--- config.mk ---
export PLATFORM = sky130hd
export DESIGN_NAME = pmh_top
export DESIGN_NICKNAME = d
export VERILOG_FILES = /design/src/pkg/pmh_pkg.sv /design/src/rtl/pmh_chan.sv /design/src/rtl/pmh_top.sv
export VERILOG_INCLUDE_DIRS = /design/src /design/src/pkg
export SDC_FILE = /design/constraint.sdc
export NUM_CORES = 1
export LEC_CHECK = 0
export BUFFER_PORTS_ARGS = -buffer_cell sky130_fd_sc_hd__clkbuf_2
export CAP_MARGIN = 15
export CELL_PAD_IN_SITES_DETAIL_PLACEMENT = 1
export CELL_PAD_IN_SITES_GLOBAL_PLACEMENT = 2
export CORE_ASPECT_RATIO = 0.5
export CORE_MARGIN = 3
export CORE_UTILIZATION = 34
export DETAILED_ROUTE_END_ITERATION = 10
export PLACE_DENSITY_LB_ADDON = 0.1
export SYNTH_ARGS = -nofsm -noshare
export SYNTH_HDL_FRONTEND = slang
export SYNTH_SLANG_ARGS = --single-unit
--- constraint.sdc ---
create_clock -name clk_i -period 3.15 [get_ports clk_i]
set_input_delay 0.1575 -clock clk_i [delete_from_list [all_inputs] [get_ports clk_i]]
set_output_delay 0.1575 -clock clk_i [all_outputs]
set_load 0.005 [all_outputs]
--- src/pkg/pmh_cfg.svh ---
`ifndef PMH_CFG_SVH
`define PMH_CFG_SVH

// ***********************************************
// shared memory layout, word offsets
// ***********************************************
`define PMH_RESP_BASE 16'h0000
`define PMH_REQ_BASE 16'h01F4
`define PMH_OFS_READ 16'h0000
`define PMH_OFS_SET 16'h0001
`define PMH_OFS_CMD 16'h0002
`define PMH_OFS_STATUS 16'h0003
`define PMH_OFS_CODE 16'h0003
`define PMH_OFS_DATA 16'h0004

// ***********************************************
// request word values
// ***********************************************
`define PMH_REQ_STOP 16'h0000
`define PMH_REQ_SINGLE 16'h0001
`define PMH_REQ_MULTI 16'h0002
`define PMH_REQ_RDSET 16'h0003

// ***********************************************
// status word, last step indices, reset values
// ***********************************************
`define PMH_LIVE_BIT 15
`define PMH_LAST_PARAM 3'h3
`define PMH_LAST_POLL 3'h3
`define PMH_LAST_RESP 3'h2
`define PMH_SETVAL_RST 16'h0000
`define PMH_CODE_RST 16'h0000

`endif

--- src/pkg/pmh_pkg.sv ---
package pmh_pkg;

    typedef enum logic [2:0] {
        PH_POLL,
        PH_RESP,
        PH_UPL,
        PH_DNL,
        PH_CMD,
        PH_STAT
    } pmh_phase_t;

    typedef enum logic [2:0] {
        CH_IDLE,
        CH_SINGLE,
        CH_HELD,
        CH_MULTI,
        CH_STOPPING
    } pmh_chan_t;

endpackage : pmh_pkg

--- src/rtl/pmh_chan.sv ---
`include "pmh_cfg.svh"

module pmh_chan
    import pmh_pkg::*;
#(
    parameter logic ALLOW_RDSET = 1'b0
) (
    input wire logic clk_i,
    input wire logic rst_i,
    input wire logic poll_i,
    input wire logic [15:0] req_i,
    input wire logic done_i,
    output logic run_o,
    output logic [15:0] mode_o,
    output logic [15:0] resp_o
);

    pmh_chan_t st_q;
    logic [15:0] resp_q;
    logic [15:0] mode_q;
    logic start_single;

    assign start_single = (req_i == `PMH_REQ_SINGLE) ||
                          (ALLOW_RDSET && (req_i == `PMH_REQ_RDSET));

    // ***********************************************
    // handshake state per request word
    // ***********************************************
    always_ff @(posedge clk_i) begin
        if (rst_i) begin
            st_q <= CH_IDLE;
            resp_q <= `PMH_REQ_STOP;
            mode_q <= `PMH_REQ_STOP;
        end else begin
            case (st_q)
                CH_IDLE: begin
                    if (poll_i && start_single) begin
                        mode_q <= req_i;
                        st_q <= CH_SINGLE;
                    end else if (poll_i && req_i == `PMH_REQ_MULTI) begin
                        // echo before the first repeat
                        resp_q <= req_i;
                        mode_q <= req_i;
                        st_q <= CH_MULTI;
                    end
                end
                CH_SINGLE: begin
                    if (done_i) begin
                        resp_q <= mode_q;
                        st_q <= CH_HELD;
                    end
                end
                CH_HELD: begin
                    // nonzero values here are ignored until a zero
                    if (poll_i && req_i == `PMH_REQ_STOP) begin
                        resp_q <= `PMH_REQ_STOP;
                        st_q <= CH_IDLE;
                    end
                end
                CH_MULTI: begin
                    if (poll_i && req_i == `PMH_REQ_STOP) begin
                        st_q <= CH_STOPPING;
                    end
                end
                CH_STOPPING: begin
                    if (done_i) begin
                        resp_q <= `PMH_REQ_STOP;
                        st_q <= CH_IDLE;
                    end
                end
                default: begin
                    st_q <= CH_IDLE;
                end
            endcase
        end
    end

    assign run_o = (st_q == CH_SINGLE) || (st_q == CH_MULTI);
    assign mode_o = mode_q;
    assign resp_o = resp_q;

    single_ack_a: assert property (
        @(posedge clk_i) disable iff (rst_i)
        (st_q == CH_SINGLE && done_i) |=> (resp_q == $past(mode_q))
            && (st_q == CH_HELD))
        else $error("single ack not copied after action");

    multi_echo_a: assert property (
        @(posedge clk_i) disable iff (rst_i)
        (st_q == CH_IDLE && poll_i && req_i == `PMH_REQ_MULTI)
            |=> (resp_q == `PMH_REQ_MULTI) && run_o)
        else $error("multi request not echoed first");

    no_direct_a: assert property (
        @(posedge clk_i) disable iff (rst_i)
        (st_q == CH_HELD && poll_i && req_i != `PMH_REQ_STOP)
            |=> (st_q == CH_HELD) && $stable(resp_q))
        else $error("request accepted without passing zero");

    stop_clear_a: assert property (
        @(posedge clk_i) disable iff (rst_i)
        (st_q == CH_STOPPING && done_i) |=> (resp_q == `PMH_REQ_STOP))
        else $error("response not cleared after stop");

endmodule : pmh_chan

--- src/rtl/pmh_top.sv ---
`include "pmh_cfg.svh"

module pmh_top
    import pmh_pkg::*;
(
    input wire logic clk_i,
    input wire logic rst_i,
    output logic mem_req_o,
    output logic mem_we_o,
    output logic [15:0] mem_addr_o,
    output logic [15:0] mem_wdata_o,
    input wire logic [15:0] mem_rdata_i,
    input wire logic mem_ack_i,
    input wire logic [63:0] mon_vals_i,
    output logic param_wr_o,
    output logic [1:0] param_idx_o,
    output logic [15:0] param_val_o,
    output logic cmd_exec_o,
    output logic [15:0] cmd_code_o,
    output logic live_o
);

    // ***********************************************
    // declarations
    // ***********************************************
    pmh_phase_t phase_q;
    logic [2:0] step_q;
    logic mem_req_q;
    logic mem_we_q;
    logic [15:0] mem_addr_q;
    logic [15:0] mem_wdata_q;
    logic poll_q, done_q, live_q;
    logic [15:0] req_rd_q, req_set_q, req_cmd_q;
    logic [15:0] code_q;
    logic [15:0] set_val_q [4];
    logic [15:0] shadow_q [4];
    logic param_wr_q;
    logic [1:0] param_idx_q;
    logic [15:0] param_val_q;
    logic cmd_exec_q;
    logic [15:0] cmd_code_q;
    logic [15:0] last_code_q;
    logic cmd_fresh_q;
    logic [2:0] ch_run;
    logic [15:0] rd_mode, cmd_mode;
    logic [15:0] rd_resp, set_resp, cmd_resp;
    logic [15:0] resp_sel;
    logic [15:0] upl_word;
    logic xfer_done;

    // ***********************************************
    // helpers
    // ***********************************************
    function automatic logic [15:0] word_addr(input logic [15:0] base,
                                              input logic [15:0] ofs);
        word_addr = base + ofs;
    endfunction : word_addr

    function automatic logic [15:0] step_ofs(input logic [15:0] ofs,
                                             input logic [2:0] step);
        step_ofs = ofs + {13'h0000, step};
    endfunction : step_ofs

    function automatic logic [15:0] mon_word(input logic [63:0] vec,
                                             input logic [1:0] idx);
        mon_word = vec[{idx, 4'h0} +: 16];
    endfunction : mon_word

    assign xfer_done = mem_req_q && mem_ack_i;

    // ***********************************************
    // request trackers, one per request word
    // ***********************************************
    // each tracker owns exactly one response word
    pmh_chan #(.ALLOW_RDSET(1'b1)) u_rd_chan (
        .clk_i(clk_i), .rst_i(rst_i), .poll_i(poll_q),
        .req_i(req_rd_q), .done_i(done_q), .run_o(ch_run[0]),
        .mode_o(rd_mode), .resp_o(rd_resp)
    );

    pmh_chan #(.ALLOW_RDSET(1'b0)) u_set_chan (
        .clk_i(clk_i), .rst_i(rst_i), .poll_i(poll_q),
        .req_i(req_set_q), .done_i(done_q), .run_o(ch_run[1]),
        .mode_o(), .resp_o(set_resp)
    );

    pmh_chan #(.ALLOW_RDSET(1'b0)) u_cmd_chan (
        .clk_i(clk_i), .rst_i(rst_i), .poll_i(poll_q),
        .req_i(req_cmd_q), .done_i(done_q), .run_o(ch_run[2]),
        .mode_o(cmd_mode), .resp_o(cmd_resp)
    );

    assign resp_sel = (step_q == 3'h0) ? rd_resp :
                      (step_q == 3'h1) ? set_resp : cmd_resp;

    // read-setting mode returns the device's own set values
    assign upl_word = (rd_mode == `PMH_REQ_RDSET) ?
                      set_val_q[step_q[1:0]] :
                      mon_word(mon_vals_i, step_q[1:0]);

    // ***********************************************
    // round sequencer and memory port
    // ***********************************************
    // one access outstanding; responses go out before the actions so
    // a multi echo lands first and a single echo lands after its round
    always_ff @(posedge clk_i) begin
        if (rst_i) begin
            phase_q <= PH_POLL;
            step_q <= 3'h0;
            mem_req_q <= 1'b0;
            mem_we_q <= 1'b0;
            mem_addr_q <= 16'h0000;
            mem_wdata_q <= 16'h0000;
            poll_q <= 1'b0;
            done_q <= 1'b0;
        end else begin
            poll_q <= 1'b0;
            done_q <= 1'b0;
            if (!mem_req_q) begin
                case (phase_q)
                    PH_POLL: begin
                        mem_req_q <= 1'b1;
                        mem_we_q <= 1'b0;
                        mem_addr_q <= word_addr(`PMH_REQ_BASE,
                            step_ofs(`PMH_OFS_READ, step_q));
                    end
                    PH_RESP: begin
                        // wait out the poll pulse so a fresh echo is sent
                        if (!poll_q) begin
                            mem_req_q <= 1'b1;
                            mem_we_q <= 1'b1;
                            mem_addr_q <= word_addr(`PMH_RESP_BASE,
                                step_ofs(`PMH_OFS_READ, step_q));
                            mem_wdata_q <= resp_sel;
                        end
                    end
                    PH_UPL: begin
                        if (ch_run[0]) begin
                            mem_req_q <= 1'b1;
                            mem_we_q <= 1'b1;
                            mem_addr_q <= word_addr(`PMH_RESP_BASE,
                                step_ofs(`PMH_OFS_DATA, step_q));
                            mem_wdata_q <= upl_word;
                        end else begin
                            phase_q <= PH_DNL;
                            step_q <= 3'h0;
                        end
                    end
                    PH_DNL: begin
                        if (ch_run[1]) begin
                            mem_req_q <= 1'b1;
                            mem_we_q <= 1'b0;
                            mem_addr_q <= word_addr(`PMH_REQ_BASE,
                                step_ofs(`PMH_OFS_DATA, step_q));
                        end else begin
                            phase_q <= PH_CMD;
                            step_q <= 3'h0;
                        end
                    end
                    PH_CMD: begin
                        // the round's actions are complete here
                        done_q <= 1'b1;
                        phase_q <= PH_STAT;
                    end
                    PH_STAT: begin
                        mem_req_q <= 1'b1;
                        mem_we_q <= 1'b1;
                        mem_addr_q <= word_addr(`PMH_RESP_BASE,
                                                `PMH_OFS_STATUS);
                        mem_wdata_q <= {~live_q, 15'h0000};
                    end
                    default: begin
                        phase_q <= PH_POLL;
                        step_q <= 3'h0;
                    end
                endcase
            end else if (mem_ack_i) begin
                mem_req_q <= 1'b0;
                case (phase_q)
                    PH_POLL: begin
                        if (step_q == `PMH_LAST_POLL) begin
                            poll_q <= 1'b1;
                            phase_q <= PH_RESP;
                            step_q <= 3'h0;
                        end else begin
                            step_q <= step_q + 3'h1;
                        end
                    end
                    PH_RESP: begin
                        if (step_q == `PMH_LAST_RESP) begin
                            phase_q <= PH_UPL;
                            step_q <= 3'h0;
                        end else begin
                            step_q <= step_q + 3'h1;
                        end
                    end
                    PH_UPL, PH_DNL: begin
                        if (step_q == `PMH_LAST_PARAM) begin
                            phase_q <= (phase_q == PH_UPL) ? PH_DNL : PH_CMD;
                            step_q <= 3'h0;
                        end else begin
                            step_q <= step_q + 3'h1;
                        end
                    end
                    default: begin
                        phase_q <= PH_POLL;
                        step_q <= 3'h0;
                    end
                endcase
            end
        end
    end

    // ***********************************************
    // polled request and code words
    // ***********************************************
    always_ff @(posedge clk_i) begin
        if (rst_i) begin
            req_rd_q <= `PMH_REQ_STOP;
            req_set_q <= `PMH_REQ_STOP;
            req_cmd_q <= `PMH_REQ_STOP;
            code_q <= `PMH_CODE_RST;
        end else if (xfer_done && phase_q == PH_POLL) begin
            case (step_q)
                3'h0: req_rd_q <= mem_rdata_i;
                3'h1: req_set_q <= mem_rdata_i;
                3'h2: req_cmd_q <= mem_rdata_i;
                default: code_q <= mem_rdata_i;
            endcase
        end
    end

    // ***********************************************
    // set values, changed-only apply
    // ***********************************************
    // monitor words are only ever written, so controller edits there
    // cannot reach the set values
    always_ff @(posedge clk_i) begin
        if (rst_i) begin
            for (int i = 0; i < 4; i++) begin
                set_val_q[i] <= `PMH_SETVAL_RST;
                shadow_q[i] <= `PMH_SETVAL_RST;
            end
            param_wr_q <= 1'b0;
            param_idx_q <= 2'h0;
            param_val_q <= 16'h0000;
        end else begin
            param_wr_q <= 1'b0;
            if (xfer_done && phase_q == PH_DNL &&
                mem_rdata_i != shadow_q[step_q[1:0]]) begin
                shadow_q[step_q[1:0]] <= mem_rdata_i;
                set_val_q[step_q[1:0]] <= mem_rdata_i;
                param_wr_q <= 1'b1;
                param_idx_q <= step_q[1:0];
                param_val_q <= mem_rdata_i;
            end
        end
    end

    // ***********************************************
    // operation command execution
    // ***********************************************
    // a fresh request always executes, even with an unchanged code
    always_ff @(posedge clk_i) begin
        if (rst_i) begin
            cmd_exec_q <= 1'b0;
            cmd_code_q <= `PMH_CODE_RST;
            last_code_q <= `PMH_CODE_RST;
            cmd_fresh_q <= 1'b1;
        end else begin
            cmd_exec_q <= 1'b0;
            if (!ch_run[2]) begin
                cmd_fresh_q <= 1'b1;
            end else if (phase_q == PH_CMD && !mem_req_q &&
                         (cmd_mode == `PMH_REQ_SINGLE || cmd_fresh_q ||
                          code_q != last_code_q)) begin
                cmd_exec_q <= 1'b1;
                cmd_code_q <= code_q;
                last_code_q <= code_q;
                cmd_fresh_q <= 1'b0;
            end
        end
    end

    // ***********************************************
    // liveness toggle
    // ***********************************************
    always_ff @(posedge clk_i) begin
        if (rst_i) begin
            live_q <= 1'b0;
        end else if (xfer_done && phase_q == PH_STAT) begin
            live_q <= ~live_q;
        end
    end

    assign mem_req_o = mem_req_q;
    assign mem_we_o = mem_we_q;
    assign mem_addr_o = mem_addr_q;
    assign mem_wdata_o = mem_wdata_q;
    assign param_wr_o = param_wr_q;
    assign param_idx_o = param_idx_q;
    assign param_val_o = param_val_q;
    assign cmd_exec_o = cmd_exec_q;
    assign cmd_code_o = cmd_code_q;
    assign live_o = live_q;

    // ***********************************************
    // checks
    // ***********************************************
    live_flip_a: assert property (
        @(posedge clk_i) disable iff (rst_i)
        (xfer_done && phase_q == PH_STAT) |=> (live_o != $past(live_o))
            && (phase_q == PH_POLL))
        else $error("status bit did not toggle on exchange end");

    status_word_a: assert property (
        @(posedge clk_i) disable iff (rst_i)
        (mem_req_o && mem_we_o && phase_q == PH_STAT) |->
            (mem_wdata_o[`PMH_LIVE_BIT] == ~live_o))
        else $error("status word bit 15 wrong");

    upload_gate_a: assert property (
        @(posedge clk_i) disable iff (rst_i)
        (mem_req_o && phase_q == PH_UPL) |-> (mem_we_o && ch_run[0]))
        else $error("upload write without active read request");

    cmd_gate_a: assert property (
        @(posedge clk_i) disable iff (rst_i)
        cmd_exec_o |-> ch_run[2] && (cmd_code_o == code_q))
        else $error("command executed without request");

    param_gate_a: assert property (
        @(posedge clk_i) disable iff (rst_i)
        param_wr_o |-> ch_run[1] && (set_val_q[param_idx_o] == param_val_o))
        else $error("set value applied without request");

    poll_order_a: assert property (
        @(posedge clk_i) disable iff (rst_i)
        poll_q |-> $past(mem_addr_o) == word_addr(`PMH_REQ_BASE,
                                                  `PMH_OFS_CODE))
        else $error("round started without reading code word");

endmodule : pmh_top

## After elaboration in Yosys (flattened, before gate mapping)

Memories as Yosys holds them, arrays and structs flattened. A register that Yosys moved wholly into a read port is not among the register bits.
Index checks and enable logic that the tools add are counted.
W data, S select, Z words.

- Memories: 2
- Memory bits (writable): 128
- Output and inout bits: 71
- Input port bits: 83
- Bits in registers: 249
- Logic and storage cells: 264

- Shift operators: 1
- Bitwise logic cells: 6
- Reductions and logical operators: 68
- Add/sub/neg operators: 4
- Equal/unequal tests: 63
- Mux-type cells: 92

Memory list:

| name | depth | width | rd ports | clocked after Yosys merged registers in | wr ports | line | source |
|---|---|---|---|---|---|---|---|
| set_val_q | 4 | 16 | 1 | 1 | 4 | pmh_top.sv:35 | `logic [15:0] set_val_q [4];` |
| shadow_q | 4 | 16 | 1 | 1 | 4 | pmh_top.sv:36 | `logic [15:0] shadow_q [4];` |

Operator list:

| cell | number |
|---|---|
| $mux W16 | 26 |
| $pmux W16 S4 | 3 |
| $mux W3 | 28 |
| $eq A16 B2 Y1 const B | 5 |
| $pmux W16 S5 | 1 |
| $eq A16 B1 Y1 const B | 4 |
| $shiftx A64 B7 Y16 | 1 |
| $logic_not A16 Y1 | 3 |
| $pmux W16 S3 | 1 |
| $pmux W3 S5 | 3 |
| $ne A16 B16 Y1 | 2 |
| $reduce_or A16 Y1 | 2 |
| $eq A3 B2 Y1 const B | 10 |
| $ne A2 B1 Y1 const B | 13 |
| $ne A2 B2 Y1 const B | 11 |
| $reduce_and A5 Y1 | 4 |
| $mux W1 | 18 |
| $pmux W3 S3 | 2 |
| $reduce_and A6 Y1 | 3 |
| $logic_and A1 B1 Y1 | 16 |
| $reduce_and A2 Y1 | 8 |
| $eq A3 B1 Y1 const B | 5 |
| $eq A3 B3 Y1 const B | 5 |
| $logic_not A3 Y1 | 5 |
| 23 further kinds | 55 |

## Depth between registers and ports, before layout

- Depth in word-level cells: 8
- Gate-level depth with buffers: 10

## Hierarchy

Synthesis repeated with hierarchy kept, for this count alone.

- Cell total of the unflattened synthesis: 1526
- Area, all modules: 14928.1 um^2

Modules (own cells, without submodules):

| module | cells each | sequential area each (um^2) | area each (um^2) | times used |
|---|---|---|---|---|
| pmh_top | 939 | 4624.4 | 9504.1 | 1 |
| pmh_chan (u_cmd_chan ...) | 207 | 700.7 | 1913.1 | 2 |
| pmh_chan (u_rd_chan) | 173 | 700.7 | 1597.8 | 1 |

## Worst setup path after synthesis

Ideal clock, no wire load.

- Kind: reg2reg
- Start point: register (tool-made name)
- End point: memory shadow_q[0][0] (enable)
- Path slack: 0.118 ns
- Data required time: 2.758 ns
- Library setup time: 0.392 ns
- Stages on the path, launching flop included: 10
- Arrival: 2.640 ns
- Cells stage by stage: dfxtp_1 > buf_6 > buf_12 > mux4_2 > xnor2_1 > nand4_1 > or4_4 > nand2_2 > buf_4 > o21bai_1

RTL lines:

| what | line |
|---|---|
| end, declared | pmh_top.sv:36 |

==> summary.md <==
| Metric | Value |
|---|---|
| Outcome | complete, no violations |
| Ant diodes | 0 |
| Core Util, Final | 40.99% |
| Synth Warn # | 0 |
| H-tree depth | 1 |
| Pins Over Slew Limit | 0 |
| Global Route Usage Sum | 22.20% |
| Die Y | 148.4 um |
| Total vias in the final route | 11,320 |
| Nets | 1,617 |
| Largest fanout on the critical path | 16 |
| Main area contributors after synthesis | dfxtp_1, edfxtp_1, nor2_1 |
| IO Pins | 154 |
| Flop pwr share | 49.3% |
| Hold Crit Class | in -> reg |
| VDD IR max | 255.4 uV |
| PnR Total Power | 8.219 mW |
| Yosys top cell area share | 34.85% |
| Final hold vios | 0 |
| Psw | 1.930 mW |
| Ys flop type | dfxtp_1 |
| Non-Filler Instances | 2,078 |
| Sum of negative setup slack | 0 ps |
| Hold WS | 82.75 ps |
| DR DRC count | 0 |
| Worst slew pin tran | 843.4 ps |
| GRT overflow | 0 |
| Initial core utilization | 34.96% |
| Power share of the clock group | 44.1% |
| Seq/Total Area, Yosys | 48.79% |
| CTS buffer count | 29 |
| Postcts setup bufs | 0 |
| Via-to-Cell Ratio | 5.448 |
| Req. time, crit path | 3440 ps |
| Vias in the first global route | 11,400 |
| DRT Pass-1 Iters | 5 |
| Critical-path cell list | buf_12 -> mux4_1 -> xnor2_1 -> nand4_1 -> or4_4 -> nand2_4 -> buf_4 -> nor3_1 |
| Combinational share of power | 6.6% |
| Peak Freq | 342.6 MHz |
| DR WL/cell | 23.51 um |
| Final Setup Violations | 0 |
| Largest net degree at the start of global routing | 60 |
| CTS tree | done |
| Total placed instance area | 15,170 um^2 |
| Area grow syn2layout | 17.25% |
| Die X | 290.8 um |
| Max-Cap Viols | 0 |
| Setup Crit Path Kind | reg -> reg |
| DR iter-0 viols | 996 |
| Hpwl dp | 35,480 um |
| Final period util | 92.67% |
| Reg clk slew, reported paths | 70 ps |
| Cells after Synth | 1,401 |
| Min Tclk post-route | 2919 ps |
| Post-synth EDFFs | 64 |
| First-pass GRT wire length | 73,480 um |
| RSZ-0062 raised after global routing | no |
| Core area | 39,440 um^2 |
| Most frequent cells after synthesis | dfxtp_1, nor2_1, a21oi_1 |
| Most common cell in the netlist | dfxtp_1 |
| Final GP Congestion | 0.8952 |
| Max clock buf depth | 3 |
| Initial antenna violation count | 4 |
| Clock Sinks | 304 |
| Synth Register Bits | 304 |
| Final clock skew | 15.57 ps |
| Post-route cell area | 16,160 um^2 |
| Port bufs | 146 |
| CP max stage delay | 610 ps |
| Mapped Avg Cell Area | 9.840 um^2 |
| Setup crit end kind | flip-flop |
| Netlist cell types | 73 |
| Final ANT Viol Nets | 0 |
| Worst skew pair latency | 570 ps |
| Pre-CTS WS | 24.05 ps |
| Synth Cell Area | 13,790 um^2 |
| Share of layout cells above drive strength 1 | 21.06% |
| Die area | 43,150 um^2 |
| Synth area leader | dfxtp_1 |
| FFs w/ async S/R, synth | 0% |
| Internal power | 6.289 mW |
| Placed Instances | 2,024 |
| Switching share of power | 23.48% |
| Slew HR | 43.43% |
| Rows | 51 |
| Worst EP arrival | 3200 ps |
| Routed WL | 48,860 um |
| PwrDens | 508.5 nW/um^2 |
| CTS root buf | clkbuf_16 |
| Slowest cell on crit path | or4_4 |
| Leak pwr | 5.893 nW |
| Worst setup SP type | flip-flop |
| Final worst slack | 231.0 ps |
[logic make-up after synthesis]
group           after synthesis  share of synthesized area [%]
other cells                   1                        0.02720
simple gates                502                          17.96
buf+inv                     135                          4.511
fa+ha+maj                     6                         0.5445
flops                       304                          48.79
mux                         119                          11.71
xor+xnor                     35                          2.278
compound gates              299                          14.18
[per-layer routing]
| layer | vias up | global-route usage (%) | wire length (um) |
|---|---|---|---|
| met5 | - | 0 | 0 |
| met4 | 0 | 3.579 | 799 |
| met3 | 49 | 4.327 | 2629 |
| met2 | 231 | 35.67 | 22250 |
| met1 | 5721 | 31.63 | 23190 |
| li1 | 5319 | - | - |
[registers in the layout, indices dropped and copies added (netlist names), 2 cells and up, named ones only]
register,flops
param_idx_o,2
last_code_q,16
phase_q,3
u_set_chan.st_q,3
param_val_o,16
u_cmd_chan.resp_o,16
shadow_q,64
mem_wdata_o,16
req_cmd_q,16
req_rd_q,16
req_set_q,16
code_q,16
step_q,3
u_rd_chan.resp_o,16
u_rd_chan.st_q,3
u_cmd_chan.mode_o,16
u_rd_chan.mode_o,16
mem_addr_o,5
u_set_chan.resp_o,16
u_cmd_chan.st_q,3
u_set_chan.mode_o,16
[timing repair]
| item | CTS | global route |
|---|---|---|
| resized for setup | 1 | 2 |
| hold buffers | 2 | 0 |
| setup endpoints to repair | 7 | 69 |
| endpoints found under the hold margin | 8 | 0 |
[final timing paths]
path,from,cells past startpoint,slack [ps],end
setup / recovery,flip-flop,8,230,shadow_q[0][3]$_SDFFCE_PN0P_
hold / removal,mem_rdata_i[8],4,80,param_val_o[8]$_SDFFE_PP0P_
setup reg to reg,flip-flop,8,230,shadow_q[0][3]$_SDFFCE_PN0P_
hold reg to reg,mem_addr_o[0]$_SDFFE_PP0P_,2,460,mem_addr_o[0]$_SDFFE_PP0P_
[placed cells by master (no fill, tap or decap), drive strengths merged, types with 3 or more instances in the layout]
cell type and count:
ha 6, buf 65, a21o 4, bufinv 3
a211oi 82, nand2 62, mux2 15, nor3b 3
nor2b 13, mux2i 72, a22oi 50, dfxtp 240
conb 7, a21boi 4, a2111oi 3, o21ai 35
clkbuf 186, nor2 203, a31oi 5, clkinv 6
nand2b 24, and2 42, inv 14, nand3 53
xnor2 31, xor2 4, edfxtp 64, mux4 32
nor4 20, or4 3, a21oi 91, nor3 51
nand4 13, nor4b 7
[power groups by stage]
stage | clock network, mW | registers, mW | logic [mW]
detailed placement | 0 | 4.14 | 0.541
global placement | 0 | 4.14 | 0.537
global route | 3.88 | 4.05 | 0.585
finish | 3.62 | 4.05 | 0.546
CTS | 3.72 | 4.05 | 0.547
floorplan | 0 | 4.12 | 0.291
[worst max-delay path, delay by kind of cell, from the launching register on]
family / cells / cell delay, ps
flops: 1 / 350
xor+xnor: 1 / 180
buf+inv: 2 / 410
simple gates: 4 / 1090
mux: 1 / 600
[area by class of cell]
type                    instances  area [um^2]
repair buffers                212         1250
multi-input cells             968         6518
well taps                     530        663.1
flip-flops and latches        304         6726
inverters                      13        48.80
clock inverters                10        127.6
fillers                      4513        23270
clock buffers                  41        830.8
Power figures use the tool's default switching activity.
